==> config.mk <==
export PLATFORM = sky130hd
export DESIGN_NAME = dtl_ctrl
export DESIGN_NICKNAME = d
export VERILOG_FILES = /design/src/rtl/dtl_sync2.v /design/src/rtl/dtl_lock_mon.v /design/src/rtl/dtl_ctrl.v
export VERILOG_INCLUDE_DIRS = /design/src /design/src/rtl
export SDC_FILE = /design/constraint.sdc
export NUM_CORES = 1
export LEC_CHECK = 0
export BUFFER_PORTS_ARGS = -buffer_cell sky130_fd_sc_hd__buf_2
export CORE_AREA = 2 2 80 159
export CTS_CLUSTER_DIAMETER = 150
export DETAILED_ROUTE_END_ITERATION = 12
export DIE_AREA = 0 0 82 161
export PLACE_DENSITY = 0.84
export SETUP_SLACK_MARGIN = 0.05
export SYNTH_ARGS = -nofsm -noshare
export SYNTH_HDL_FRONTEND = slang
export SYNTH_SLANG_ARGS = --single-unit
==> constraint.sdc <==
create_clock -name I_CLK_SYS -period 4.2 [get_ports I_CLK_SYS]
set_clock_uncertainty 0.05 [all_clocks]
set_input_delay 1.26 -clock I_CLK_SYS [delete_from_list [all_inputs] [get_ports I_CLK_SYS]]
set_output_delay 1.26 -clock I_CLK_SYS [all_outputs]
set_load 0.01 [all_outputs]
==> src/rtl/dtl_regs.vh <==
// Register offsets, field positions and reset values of the test link bank.
// How it works
// - Data write pushes value into selected block
// - Data read returns selected block register contents
// - Output mode 00 disables, 10 enables outputs
// - Pin config 1 uses pin, 0 uses bits
// - Self-test start writes clock source to remote
// - Self-test enable bit starts test, resets off
// - Index strap decoded, latched, done flag set
// - Mode strap decoded, latched, done flag set
// - Filter-wait bit masks errors during wait period
// - Control bit enables forward-link error counting
// - Counting on: lose lock at threshold, default 3
// - Counting off: lose lock on first error
// - Parity, clock and control violations count errors
// - CRC enabled: failing packets never update link info
// - Four-bit select picks indirect target block
// - Auto-increment bumps offset after each access
`ifndef DTL_REGS_VH
`define DTL_REGS_VH
`define DTL_ADDR_IND_CTL 8'hB0
`define DTL_ADDR_IND_OFS 8'hB1
`define DTL_ADDR_IND_DATA 8'hB2
`define DTL_ADDR_TEST_CTL 8'hB3
`define DTL_ADDR_SPARE_B4 8'hB4
`define DTL_ADDR_SPARE_B5 8'hB5
`define DTL_ADDR_SPARE_B6 8'hB6
`define DTL_ADDR_SPARE_B7 8'hB7
`define DTL_ADDR_STRAP_STS 8'hB8
`define DTL_ADDR_ERR_POLICY 8'hB9
`define DTL_ADDR_CRC_CTL 8'hBA
`define DTL_ADDR_SPARE_BB 8'hBB
`define DTL_RST_IND_CTL 6'h00
`define DTL_RST_IND_OFS 8'h00
`define DTL_RST_IND_DATA 8'h00
`define DTL_RST_TEST_CTL 8'h08
`define DTL_RST_SPARE_B4 8'h25
`define DTL_RST_SPARE_B5 8'h00
`define DTL_RST_SPARE_B6 8'h18
`define DTL_RST_SPARE_B7 8'h00
`define DTL_RST_ERR_POLICY 6'h33
`define DTL_RST_CRC_CTL 8'h83
`define DTL_RST_SPARE_BB 8'h74
`define DTL_IND_SEL_HI 5
`define DTL_IND_SEL_LO 2
`define DTL_IND_AUTOINC 1
`define DTL_IND_PREFETCH 0
`define DTL_TST_MODE_HI 7
`define DTL_TST_MODE_LO 6
`define DTL_TST_PIN_CFG 3
`define DTL_TST_CLK_HI 2
`define DTL_TST_CLK_LO 1
`define DTL_TST_EN 0
`define DTL_TST_MODE_OFF 2'h0
`define DTL_TST_MODE_ON 2'h2
`define DTL_ERR_WAIT_MASK 5
`define DTL_ERR_CNT_EN 4
`define DTL_ERR_THR_HI 3
`define DTL_ERR_THR_LO 0
`define DTL_CRC_DIS 7
`define DTL_REMOTE_CLK_OFS 8'h14
`define DTL_STRAP_SETTLE 4'h8
`define DTL_ZERO8 8'h00
`define DTL_ONE8 8'h01
`endif

==> src/rtl/dtl_sync2.v <==
// Two-stage synchroniser for pin-level inputs.
`timescale 1ns/1ps
`default_nettype none
module dtl_sync2 #(
   parameter W = 1
) (
   input wire i_clk,
   input wire i_rst_n,
   input wire i_ce,
   input wire [W-1:0] i_async,
   output reg [W-1:0] o_sync
);
   reg [W-1:0] meta;

   // The first stage feeds only the second stage.
   always @(posedge i_clk or negedge i_rst_n) begin
      if (!i_rst_n) begin
         meta <= {W{1'b0}};
         o_sync <= {W{1'b0}};
      end else if (i_ce) begin
         meta <= i_async;
         o_sync <= meta;
      end
   end
endmodule // dtl_sync2
`default_nettype wire

==> src/rtl/dtl_lock_mon.v <==
// Forward-link error counter that decides loss of lock.
`timescale 1ns/1ps
`default_nettype none
module dtl_lock_mon (
   input wire i_clk,
   input wire i_rst_n,
   input wire i_ce,
   input wire i_lock_detect,
   input wire i_err_parity,
   input wire i_err_clock,
   input wire i_err_ctrl,
   input wire i_filter_wait,
   input wire i_wait_mask,
   input wire i_count_en,
   input wire [3:0] i_threshold,
   output reg o_locked,
   output reg o_lock_lost,
   output reg [3:0] o_err_count
);
   reg dropped;
   wire any_err;
   wire err_hit;
   wire [4:0] next_count;
   wire reach;

   // Any forward-link violation is an error.
   assign any_err = i_err_parity | i_err_clock | i_err_ctrl;
   // Errors in the filter wait window are masked when asked.
   assign err_hit = any_err & o_locked & ~(i_wait_mask & i_filter_wait);
   assign next_count = {1'b0, o_err_count} + 5'h01;
   // Threshold compare, or first error when counting is off.
   assign reach = ~i_count_en | (next_count >= {1'b0, i_threshold});

   // Lock follows the detector until errors drop it; relock needs a
   // fresh detect so a dropped link is not silently resumed.
   always @(posedge i_clk or negedge i_rst_n) begin
      if (!i_rst_n) begin
         dropped <= 1'b0;
         o_locked <= 1'b0;
         o_lock_lost <= 1'b0;
         o_err_count <= 4'h0;
      end else if (i_ce) begin
         o_lock_lost <= 1'b0;
         if (!i_lock_detect) begin
            dropped <= 1'b0;
         end else if (err_hit && reach) begin
            dropped <= 1'b1;
            o_lock_lost <= 1'b1;
         end
         o_locked <= i_lock_detect & ~dropped & ~(err_hit & reach);
         // Held at zero while unlocked, so every lock starts a fresh count.
         if (!o_locked) begin
            o_err_count <= 4'h0;
         end else if (err_hit && i_count_en && !reach) begin
            o_err_count <= next_count[3:0];
         end
      end
   end
endmodule // dtl_lock_mon
`default_nettype wire

==> src/rtl/dtl_ctrl.v <==
// Test and link control register bank with indirect access port.
`timescale 1ns/1ps
`default_nettype none
`include "dtl_regs.vh"
module dtl_ctrl (
   input wire I_CLK_SYS,
   input wire I_RST_N,
   input wire I_CE,
   input wire I_REG_WR,
   input wire I_REG_RD,
   input wire [7:0] I_REG_ADDR,
   input wire [7:0] I_REG_WDATA,
   output reg [7:0] O_REG_RDATA,
   output wire [3:0] O_IND_SEL,
   output wire [7:0] O_IND_ADDR,
   output wire [7:0] O_IND_WDATA,
   output reg O_IND_WR,
   output reg O_IND_RD,
   input wire [7:0] I_IND_RDATA,
   input wire I_TEST_PIN,
   output reg O_TEST_ACTIVE,
   output reg O_OUT_ENABLE,
   output reg O_REMOTE_REQ,
   output wire [7:0] O_REMOTE_ADDR,
   output reg [7:0] O_REMOTE_DATA,
   input wire I_REMOTE_ACK,
   input wire [2:0] I_INDEX_STRAP,
   input wire [2:0] I_MODE_STRAP,
   input wire I_LOCK_DETECT,
   input wire I_ERR_PARITY,
   input wire I_ERR_CLOCK,
   input wire I_ERR_CTRL,
   input wire I_FILTER_WAIT,
   output wire O_LOCKED,
   output wire O_LOCK_LOST,
   input wire I_PKT_VALID,
   input wire I_PKT_CRC_OK,
   input wire [7:0] I_PKT_INFO,
   output reg [7:0] O_LINK_INFO,
   output reg O_PKT_DROPPED
);
   // Stored register fields.
   reg [5:0] ind_ctl;
   reg [7:0] ind_ofs;
   reg [7:0] indirect_data;
   reg [7:0] test_ctl;
   reg [7:0] spare_b4;
   reg [7:0] spare_b5;
   reg [7:0] spare_b6;
   reg [7:0] spare_b7;
   reg [5:0] err_policy;
   reg [7:0] crc_ctl;
   reg [7:0] spare_bb;
   // Strap latches, their settle counter and the self-test edge flop.
   reg [2:0] index_strap_value;
   reg [2:0] mode_strap_value;
   reg index_strap_done;
   reg mode_strap_done;
   reg [3:0] settle;
   reg test_active_d;
   reg [7:0] next_rdata;
   // Synchronised pins and decoded access strobes.
   wire [6:0] pin_sync;
   wire test_pin;
   wire [2:0] index_sync;
   wire [2:0] mode_sync;
   wire wr_ind_ofs;
   wire wr_ind_data;
   wire rd_ind_data;
   wire indirect_offset_autoinc;
   wire prefetch;
   wire test_start;
   wire [3:0] err_count;

   // Pins from outside the clock domain pass two flops first.
   dtl_sync2 #(
      .W(7)
   ) u_pin_sync (
      .i_clk(I_CLK_SYS),
      .i_rst_n(I_RST_N),
      .i_ce(I_CE),
      .i_async({I_TEST_PIN, I_INDEX_STRAP, I_MODE_STRAP}),
      .o_sync(pin_sync)
   );
   // The strap pins ride the same synchroniser as the test pin.
   assign test_pin = pin_sync[6];
   assign index_sync = pin_sync[5:3];
   assign mode_sync = pin_sync[2:0];

   // Access strobes for the indirect port.
   assign wr_ind_ofs = I_REG_WR & (I_REG_ADDR == `DTL_ADDR_IND_OFS);
   assign wr_ind_data = I_REG_WR & (I_REG_ADDR == `DTL_ADDR_IND_DATA);
   assign rd_ind_data = I_REG_RD & (I_REG_ADDR == `DTL_ADDR_IND_DATA);
   assign indirect_offset_autoinc = ind_ctl[`DTL_IND_AUTOINC];
   assign prefetch = ind_ctl[`DTL_IND_PREFETCH];

   // The selected block and offset go straight to the internal blocks.
   assign O_IND_SEL = ind_ctl[`DTL_IND_SEL_HI:`DTL_IND_SEL_LO];
   assign O_IND_ADDR = ind_ofs;
   assign O_IND_WDATA = indirect_data;
   assign O_REMOTE_ADDR = `DTL_REMOTE_CLK_OFS;

   // Register writes; the offset also moves after indirect accesses.
   always @(posedge I_CLK_SYS or negedge I_RST_N) begin
      if (!I_RST_N) begin
         ind_ctl <= `DTL_RST_IND_CTL;
         ind_ofs <= `DTL_RST_IND_OFS;
         indirect_data <= `DTL_RST_IND_DATA;
         test_ctl <= `DTL_RST_TEST_CTL;
         spare_b4 <= `DTL_RST_SPARE_B4;
         spare_b5 <= `DTL_RST_SPARE_B5;
         spare_b6 <= `DTL_RST_SPARE_B6;
         spare_b7 <= `DTL_RST_SPARE_B7;
         err_policy <= `DTL_RST_ERR_POLICY;
         crc_ctl <= `DTL_RST_CRC_CTL;
         spare_bb <= `DTL_RST_SPARE_BB;
      end else if (I_CE) begin
         // Reserved bits of the select and policy registers are not
         // stored; the status register and unmapped offsets ignore writes.
         if (I_REG_WR) begin
            if (I_REG_ADDR == `DTL_ADDR_IND_CTL) begin
               ind_ctl <= I_REG_WDATA[5:0];
            end else if (I_REG_ADDR == `DTL_ADDR_IND_DATA) begin
               indirect_data <= I_REG_WDATA;
            end else if (I_REG_ADDR == `DTL_ADDR_TEST_CTL) begin
               test_ctl <= I_REG_WDATA;
            end else if (I_REG_ADDR == `DTL_ADDR_SPARE_B4) begin
               spare_b4 <= I_REG_WDATA;
            end else if (I_REG_ADDR == `DTL_ADDR_SPARE_B5) begin
               spare_b5 <= I_REG_WDATA;
            end else if (I_REG_ADDR == `DTL_ADDR_SPARE_B6) begin
               spare_b6 <= I_REG_WDATA;
            end else if (I_REG_ADDR == `DTL_ADDR_SPARE_B7) begin
               spare_b7 <= I_REG_WDATA;
            end else if (I_REG_ADDR == `DTL_ADDR_ERR_POLICY) begin
               err_policy <= I_REG_WDATA[5:0];
            end else if (I_REG_ADDR == `DTL_ADDR_CRC_CTL) begin
               crc_ctl <= I_REG_WDATA;
            end else if (I_REG_ADDR == `DTL_ADDR_SPARE_BB) begin
               spare_bb <= I_REG_WDATA;
            end
         end
         // An offset write wins over an increment in the same cycle.
         // After a data write the offset moves only with the strobe, so
         // the block is written at the offset that was selected.
         // A read in that very cycle shares the single increment.
         if (wr_ind_ofs) begin
            ind_ofs <= I_REG_WDATA;
         end else if ((O_IND_WR || rd_ind_data) &&
                      indirect_offset_autoinc) begin
            ind_ofs <= ind_ofs + `DTL_ONE8;
         end
      end
   end

   // Indirect strobes: a write follows a data write by one cycle so
   // the block sees the freshly stored value; reads may prefetch.
   always @(posedge I_CLK_SYS or negedge I_RST_N) begin
      if (!I_RST_N) begin
         O_IND_WR <= 1'b0;
         O_IND_RD <= 1'b0;
      end else if (I_CE) begin
         O_IND_WR <= wr_ind_data;
         O_IND_RD <= prefetch & (wr_ind_ofs |
                     (rd_ind_data & indirect_offset_autoinc));
      end
   end

   // Read multiplexer; unmapped offsets read as zero.
   always @* begin
      next_rdata = `DTL_ZERO8;
      if (I_REG_ADDR == `DTL_ADDR_IND_CTL) begin
         next_rdata = {2'b00, ind_ctl};
      end else if (I_REG_ADDR == `DTL_ADDR_IND_OFS) begin
         next_rdata = ind_ofs;
      end else if (I_REG_ADDR == `DTL_ADDR_IND_DATA) begin
         next_rdata = I_IND_RDATA;
      end else if (I_REG_ADDR == `DTL_ADDR_TEST_CTL) begin
         next_rdata = test_ctl;
      end else if (I_REG_ADDR == `DTL_ADDR_SPARE_B4) begin
         next_rdata = spare_b4;
      end else if (I_REG_ADDR == `DTL_ADDR_SPARE_B5) begin
         next_rdata = spare_b5;
      end else if (I_REG_ADDR == `DTL_ADDR_SPARE_B6) begin
         next_rdata = spare_b6;
      end else if (I_REG_ADDR == `DTL_ADDR_SPARE_B7) begin
         next_rdata = spare_b7;
      end else if (I_REG_ADDR == `DTL_ADDR_STRAP_STS) begin
         // Each done flag sits just above its decoded value.
         next_rdata = {index_strap_done, index_strap_value,
                       mode_strap_done, mode_strap_value};
      end else if (I_REG_ADDR == `DTL_ADDR_ERR_POLICY) begin
         next_rdata = {2'b00, err_policy};
      end else if (I_REG_ADDR == `DTL_ADDR_CRC_CTL) begin
         next_rdata = crc_ctl;
      end else if (I_REG_ADDR == `DTL_ADDR_SPARE_BB) begin
         next_rdata = spare_bb;
      end
   end

   // Read data is registered on the read strobe and held until the next.
   always @(posedge I_CLK_SYS or negedge I_RST_N) begin
      if (!I_RST_N) begin
         O_REG_RDATA <= `DTL_ZERO8;
      end else if (I_CE && I_REG_RD) begin
         O_REG_RDATA <= next_rdata;
      end
   end

   // Strap decodes are caught once the synchronisers have settled.
   always @(posedge I_CLK_SYS or negedge I_RST_N) begin
      if (!I_RST_N) begin
         settle <= 4'h0;
         index_strap_value <= 3'h0;
         mode_strap_value <= 3'h0;
         index_strap_done <= 1'b0;
         mode_strap_done <= 1'b0;
      end else if (I_CE) begin
         // The latch is taken once; later pin changes are not seen.
         if (settle != `DTL_STRAP_SETTLE) begin
            settle <= settle + 4'h1;
         end else if (!index_strap_done) begin
            index_strap_value <= index_sync;
            mode_strap_value <= mode_sync;
            index_strap_done <= 1'b1;
            mode_strap_done <= 1'b1;
         end
      end
   end

   // Self-test source, output gating and remote clock-source push.
   assign test_start = O_TEST_ACTIVE & ~test_active_d;
   always @(posedge I_CLK_SYS or negedge I_RST_N) begin
      if (!I_RST_N) begin
         O_TEST_ACTIVE <= 1'b0;
         test_active_d <= 1'b0;
         O_OUT_ENABLE <= 1'b1;
         O_REMOTE_REQ <= 1'b0;
         O_REMOTE_DATA <= `DTL_ZERO8;
      end else if (I_CE) begin
         // The pin arrives already synchronised; the bit picks the source.
         if (test_ctl[`DTL_TST_PIN_CFG]) begin
            O_TEST_ACTIVE <= test_pin;
         end else begin
            O_TEST_ACTIVE <= test_ctl[`DTL_TST_EN];
         end
         test_active_d <= O_TEST_ACTIVE;
         // Reserved codes gate outputs like the disabled code.
         O_OUT_ENABLE <= ~O_TEST_ACTIVE |
            (test_ctl[`DTL_TST_MODE_HI:`DTL_TST_MODE_LO] ==
             `DTL_TST_MODE_ON);
         // A fresh start wins over a late acknowledge, so no push is lost.
         if (test_start) begin
            O_REMOTE_REQ <= 1'b1;
            O_REMOTE_DATA <= {6'h00,
               test_ctl[`DTL_TST_CLK_HI:`DTL_TST_CLK_LO]};
         end else if (I_REMOTE_ACK) begin
            O_REMOTE_REQ <= 1'b0;
         end
      end
   end

   // Link information only updates from packets that pass or skip CRC.
   always @(posedge I_CLK_SYS or negedge I_RST_N) begin
      if (!I_RST_N) begin
         O_LINK_INFO <= `DTL_ZERO8;
         O_PKT_DROPPED <= 1'b0;
      end else if (I_CE) begin
         O_PKT_DROPPED <= 1'b0;
         // A failing packet leaves the last good info in place.
         if (I_PKT_VALID) begin
            if (crc_ctl[`DTL_CRC_DIS] || I_PKT_CRC_OK) begin
               O_LINK_INFO <= I_PKT_INFO;
            end else begin
               O_PKT_DROPPED <= 1'b1;
            end
         end
      end
   end

   // Lock decision from the forward-link error policy.
   // The running error count comes out of the monitor but no register reads it.
   dtl_lock_mon u_lock (
      .i_clk(I_CLK_SYS),
      .i_rst_n(I_RST_N),
      .i_ce(I_CE),
      .i_lock_detect(I_LOCK_DETECT),
      .i_err_parity(I_ERR_PARITY),
      .i_err_clock(I_ERR_CLOCK),
      .i_err_ctrl(I_ERR_CTRL),
      .i_filter_wait(I_FILTER_WAIT),
      .i_wait_mask(err_policy[`DTL_ERR_WAIT_MASK]),
      .i_count_en(err_policy[`DTL_ERR_CNT_EN]),
      .i_threshold(err_policy[`DTL_ERR_THR_HI:`DTL_ERR_THR_LO]),
      .o_locked(O_LOCKED),
      .o_lock_lost(O_LOCK_LOST),
      .o_err_count(err_count)
   );
endmodule // dtl_ctrl
`default_nettype wire

# ---- After elaboration in Yosys (flattened, before gate mapping)
# Index checks and enable logic that the tools add are counted.
dict set report word_totals {
  register_bits 142
  inputBits 52
  out_inout_bits 60
  elab_cells 140
}
dict set report op_classes {
  add_sub_neg 3
  order_cmp 1
  n_eq_ne 16
  n_mux 25
  n_bitwise 34
  n_reduce_logical 29
}
# op n
set op_table {}
lappend op_table {{$mux W8} 14}
lappend op_table {{$eq A8 B8 Y1 const B} 12}
lappend op_table {{$not A1 Y1} 17}
lappend op_table {{$reduce_and A2 Y1} 7}
lappend op_table {{$and A1 B1 Y1} 12}
lappend op_table {{$reduce_and A12 Y1} 1}
lappend op_table {{$reduce_and A11 Y1} 1}
lappend op_table {{$reduce_and A10 Y1} 1}
lappend op_table {{$mux W1} 9}
lappend op_table {{$reduce_and A3 Y1} 3}
lappend op_table {{$reduce_and A9 Y1} 1}
lappend op_table {{$add A8 B1 Y8 const B} 1}
lappend op_table {{$mux W4} 2}
lappend op_table {{$reduce_and A8 Y1} 1}
lappend op_table {{$reduce_and A7 Y1} 1}
lappend op_table {{$reduce_and A6 Y1} 1}
lappend op_table {{$add A4 B1 Y5 const B} 1}
lappend op_table {{$ge A5 B4 Y1} 1}
lappend op_table {{$logic_and A1 B1 Y1} 5}
lappend op_table {{$or A1 B1 Y1} 5}
lappend op_table {{$reduce_and A5 Y1} 1}
lappend op_table {{$add A4 B1 Y4 const B} 1}
lappend op_table {{$ne A4 B4 Y1 const B} 1}
lappend op_table {{$reduce_and A4 Y1} 1}
lappend op_table {{other kinds (6)} 8}

# ---- Logic depth before layout (Yosys ltp)
dict set report logic_depth {
  word_depth 13
  depth_mapped 8
}

# ---- Cells and area by module
# A second synthesis with hierarchy kept.
dict set report hier_totals {
  hier_cells 604
  area_unflattened_um2 7161.9
}
# mod n_inst cells_each area_per_inst_um2 seq_area_each_um2
set modules_own_cells {}
lappend modules_own_cells {dtl_ctrl 1 521 6117.1 3050.4}
lappend modules_own_cells {dtl_lock_mon 1 54 525.5 175.2}
lappend modules_own_cells {dtl_sync2 1 29 519.2 350.3}

# ---- Worst setup path before layout
# Ideal clock, no wire load.
dict set report synth_timing {
  kind {input-to-reg}
  from {input I_REG_ADDR[6]}
  to {register spare_b4[1]}
  setup_ns 0.125
  t_arrival_ns 2.557
  required_ns 4.025
  path_slack_ns 1.468
  path_stages 6
  path_buffers 2
  path_cell_list {and4b_1 > buf_6 > nand2_4 > or4_4 > buf_6 > mux2_4}
}
dict set report synth_between {
  elab_chain_cells 3
  word_cells_on_any_way 8
  cone_classes {4 x eq/ne; 3 x bitwise; 1 x reduce/logical}
}
# element line_no
set synth_lines {}
lappend synth_lines {{start, declared} dtl_ctrl.v:11} ;# input wire [7:0] I_REG_ADDR,
lappend synth_lines {{$eq A8 B8 Y1 (no line)} -}
lappend synth_lines {{$not A1 Y1 (no line)} -}
lappend synth_lines {{$reduce_and A6 Y1 (no line) (*)} -}
lappend synth_lines {{end signal, assigned} dtl_ctrl.v:110} ;# spare_b4 <= `DTL_RST_SPARE_B4;
lappend synth_lines {{end, declared} dtl_ctrl.v:47} ;# reg [7:0] spare_b4;
# Mark *: on every way between the ends. The rest lies on a longest branch, timed or not.
# A chain may end at the register's enable or synchronous reset.

# ---- Worst setup path in the final report
dict set report layout_timing {
  from {input I_REG_ADDR[0]}
  to {register ind_ofs[0] (netlist: O_IND_ADDR[0])}
}
dict set report layout_between {
  elab_chain_cells 6
  word_cells_on_any_way 9
  cone_classes {2 x eq/ne; 1 x mux; 2 x bitwise; 4 x reduce/logical}
}
# element line_no
set layout_lines {}
lappend layout_lines {{$eq A8 B8 Y1 (no line)} -}
lappend layout_lines {{$and A1 B1 Y1} dtl_ctrl.v:93} ;# assign rd_ind_data = I_REG_RD & (I_REG_ADDR == `DTL_ADDR_IND_DATA);
lappend layout_lines {{$logic_or A1 B1 Y1} dtl_ctrl.v:149} ;# end else if ((O_IND_WR || rd_ind_data) &&
lappend layout_lines {{$logic_and A1 B1 Y1} dtl_ctrl.v:149}
lappend layout_lines {{$reduce_bool A2 Y1 (no line)} -}
lappend layout_lines {{$reduce_and A2 Y1 (no line)} -}
lappend layout_lines {{end signal, assigned} dtl_ctrl.v:107} ;# ind_ofs <= `DTL_RST_IND_OFS;
lappend layout_lines {{end signal, assigned} dtl_ctrl.v:151} ;# ind_ofs <= ind_ofs + `DTL_ONE8;
lappend layout_lines {{end, declared} dtl_ctrl.v:44} ;# reg [7:0] ind_ofs;
# Several ways; a longest one is shown, not always the timed one.

==> parameters.txt <==
Parameter                              Value

Clocking
  CTS tree ... done
  Worst-path clk slew ... ~0.06 ns
  Later-pin clock latency in the skew report ... 0.42 ns
  Number of hold buffers added after CTS ... 0
  Count of clock tree sinks ... between 100 and 150
  Clock tree root buffer cell ... sky130_fd_sc_hd__clkbuf_16
  Setup Fix Bufs, Post-CTS ... 0
  CTS resizes ... 0
  Maximum clock insertion buffer count ... 2
  Inserted Clock Buffers ... 17
  H-tree depth ... 4

Floorplanning
  Initial core utilization ... 0.593
  Die outline height ... approximately 160 um
  Rows ... 57
  Core area ... between 10000 and 15000 um2
  Top-level port count ... between 100 and 150
  Die ar. ... between 10000 and 15000 um2
  Die span in x ... a little over 80 um

Global route
  Global-route wire length before repair ... ~26000 um
  Gr ovfl total ... 0
  Number of global-route vias before repair ... ~5100
  Aggregate global-route resource usage ... 0.265
  Pin count of the biggest net entering global routing ... 80
  Antenna violations before repair ... 0

Setup path
  Kind of capture point of the worst setup path ... flip-flop
  Startpoint type of the worst setup path ... primary input
  CP Class ... primary input to flip-flop
  Endpoint arrival time on the critical path ... between 3 and 4 ns
  Data required time of the critical path ... approximately 4.4 ns
  Crit Path Max Fanout ... 35

Synthesis
  Synthesized-area fraction occupied by xor and xnor cells ... 0.00493
  Main combinational cell family by area after synthesis ... multiplexers
  Number of enable flip-flop cells after synthesis ... 0
  Fraction of synthesis flops using an asynchronous set or reset pin ... 1.00
  Multiplexer fraction of the synthesized cell area ... 0.208
  #FFs+latches synth ... between 100 and 150
  Yosys top cell by area ... sky130_fd_sc_hd__dfrtp_1
  Number of standard cells after synthesis ... around 600
  Area share of fa/ha/maj cells after synthesis ... 0.0141
  Synthesis Warnings ... 0
  Number of distinct library cell variants in the gate-level netlist after synthesis ... 74
  Area fraction in compound gates after synthesis ... 0.113
  Syn avg cell area ... ~12 um2
  Sequential area share after synthesis ... 0.503
  Post-synthesis share of cell area spent on and, or, nand and nor gates ... 0.106
  Post-synth design cell area ... approximately 7100 um2
  Main synth FF type ... sky130_fd_sc_hd__dfrtp_1
  Yosys top cell area share ... 0.436
  Dominant cells by area after synthesis ... sky130_fd_sc_hd__dfrtp_1 44%, sky130_fd_sc_hd__mux2_2 17%, sky130_fd_sc_hd__dfstp_2 6.7%

Drt
  DR vias/cell ... between 6 and 7
  Wirelength per Cell ... about 20 um
  Count of nets left with antenna violations after detail routing ... 0
  Via count ... 5210
  Drt initial violations ... between 300 and 400
  Final wirelength ... around 17000 um
  DRC ... 0
  Router iterations before antenna repair ... 5

Run status
  Run status ... finished clean

Run
  Number of max-cap violations ... 0

Cells and area
  Fraction of final layout cells sized beyond drive strength 1 ... 0.408
  Area added between synthesis and finish ... 15.2%
  # nets final ... between 700 and 800
  Fill cell total of the finished layout ... 862
  Antenna diode count ... 0

Min path
  Tightest Hold Check Type ... flip-flop to flip-flop

Timing
  TNS Setup ... 0 ns
  Number of endpoints failing setup at the final stage ... 0
  Post-route minimum period ... approximately 3 ns
  Highest attainable clock frequency ... between 0.3 and 0.4 GHz
  Final hold slack ... ~0.42 ns
  Slew of the pin with the lowest slew margin ... ~0.76 ns
  Relative slew slack ... 0.494
  Final Hold Viols ... 0
  Max-slew violation count ... 0
  Setup repair after global routing missed its margin ... false
  Post-route fraction of the period consumed by the critical path ... 0.723

Placement
  Buffers on Ports ... 97
  Sum of net half-perimeters after detailed placement ... ~11000 um
  Routability Congestion ... around 0.94

Power and ir drop
  Leakage ... between 3 and 4 nW
  Peak VDD IR ... roughly 0.57 mV
  Power density of the placed cells ... 429 nW/um2
-- path summary, 6_finish.rpt --
path,to,depth (start not counted),slack [ns],from
setup / recovery,O_IND_ADDR[0],6,1.16,I_REG_ADDR[0]
hold / removal,O_REMOTE_REQ,1,0.42,O_REMOTE_REQ
setup reg to reg,u_lock.o_err_count[2],7,1.85,u_lock.o_err_count[0]
hold reg to reg,O_REMOTE_REQ,1,0.42,O_REMOTE_REQ
max in group asynchronous,spare_b4[5],2,2.44,I_RST_N
min in group asynchronous,O_LINK_INFO[1],1,0.83,I_RST_N
-- synthesized netlist by cell type (all sizes together), types with 2 or more instances --
library cell,n
nand2,51
o311ai,4
conb,2
a211oi,3
a311oi,2
a22o,5
o22ai,4
o221ai,2
nand4,7
a21oi,14
mux2i,9
nor4,2
o211ai,6
dfrtp,124
o21ai,32
o21a,2
and4,2
nor2b,7
nor3,13
ha,8
nor2,18
a22oi,8
clkbuf,10
mux2,113
nor3b,2
xnor2,3
nand2b,8
dfstp,18
a21o,2
a31oi,4
o31ai,6
nand3,13
mux4,4
buf,38
inv,19
o32ai,3
a221oi,4
nor4bb,2
o2bb2ai,4
and2b,3
-- layout make-up --
type	count	area, um2	area share
clock inverter	12	138	0.0168
timing repair buffer	104	557	0.0680
inverter	19	71.3	0.00871
clock buffer	19	443	0.0541
tap	147	184	0.0225
multi-input combinational	405	3220	0.393
sequential	142	3580	0.437
-- per-stage QoR --
| step | area [um2] | utilization | instances | power [mW] | setup slack, ns |
|---|---|---|---|---|---|
| floorplan | 7160 | - | 614 | 1.89 | 1.47 |
| global placement | 7610 | 0.635 | 817 | 2.03 | 0.812 |
| detailed placement | 7610 | 0.635 | 817 | 2.05 | 0.741 |
| CTS | 8190 | 0.683 | 848 | 3.53 | 1.21 |
| global route | 8190 | 0.683 | 848 | 3.65 | 0.963 |
| finish | 8190 | 0.683 | 848 | 3.51 | 1.16 |
-- registers in the layout, summed over array words and instances (netlist names), 2 cells and up --
signal,count
crc_ctl,8
u_lock.o_err_count,4
spare_b4,8
O_LINK_INFO,8
test_ctl,8
u_pin_sync.o_sync,7
index_strap_value,3
O_REG_RDATA,8
O_REMOTE_DATA,2
O_IND_WDATA,8
spare_b5,8
O_IND_ADDR,8
mode_strap_value,3
err_policy,6
settle,4
spare_b6,8
spare_b7,8
ind_ctl,6
u_pin_sync.meta,7
spare_bb,8
-- critical path, stage by stage --
cell and delay, ns:
sky130_fd_sc_hd__buf_2 0.58, sky130_fd_sc_hd__and2b_1 0.33, sky130_fd_sc_hd__a32o_1 0.29, sky130_fd_sc_hd__a31oi_1 0.51, sky130_fd_sc_hd__nor2b_1 0.21, sky130_fd_sc_hd__a311oi_1 0.06
-- logic make-up after synthesis --
logic type               count (synthesis)
other                                    2
AND/OR/NAND/NOR                        137
adder cells (fa/ha/maj)                  8
buffers and inverters                   67
flip-flops                             142
AO/OA/AOI/OAI                          116
multiplexers                           126
XOR/XNOR                                 4
-- metal layers --
metal	GRT usage	vias up	routed length, um
li1	-	2357	-
met1	0.343	2596	6570
met2	0.433	216	8500
met3	0.0486	41	1020
met4	0.106	0	584
met5	0	-	0
-- layout by cell type, fill, tap and decap left out, drive strengths merged, types with 7 or more instances in the layout --
cell / n
o21ai: 32
conb: 14
nor2b: 7
buf: 104
mux2: 113
nand3: 13
nand2: 51
nand2b: 8
clkbuf: 19
nand4: 7
nor3: 13
mux2i: 9
inv: 21
dfstp: 18
dfrtp: 124
ha: 8
a21oi: 14
nor2: 18
a22oi: 8
-- power by group --
part | total (mW) | switching, mW | internal, mW
combinational | 0.442 | 0.236 | 0.206
sequential | 1.59 | 0.0990 | 1.50
clock | 1.47 | 0.584 | 0.890
Note: power is estimated with default switching activity, not from simulation.
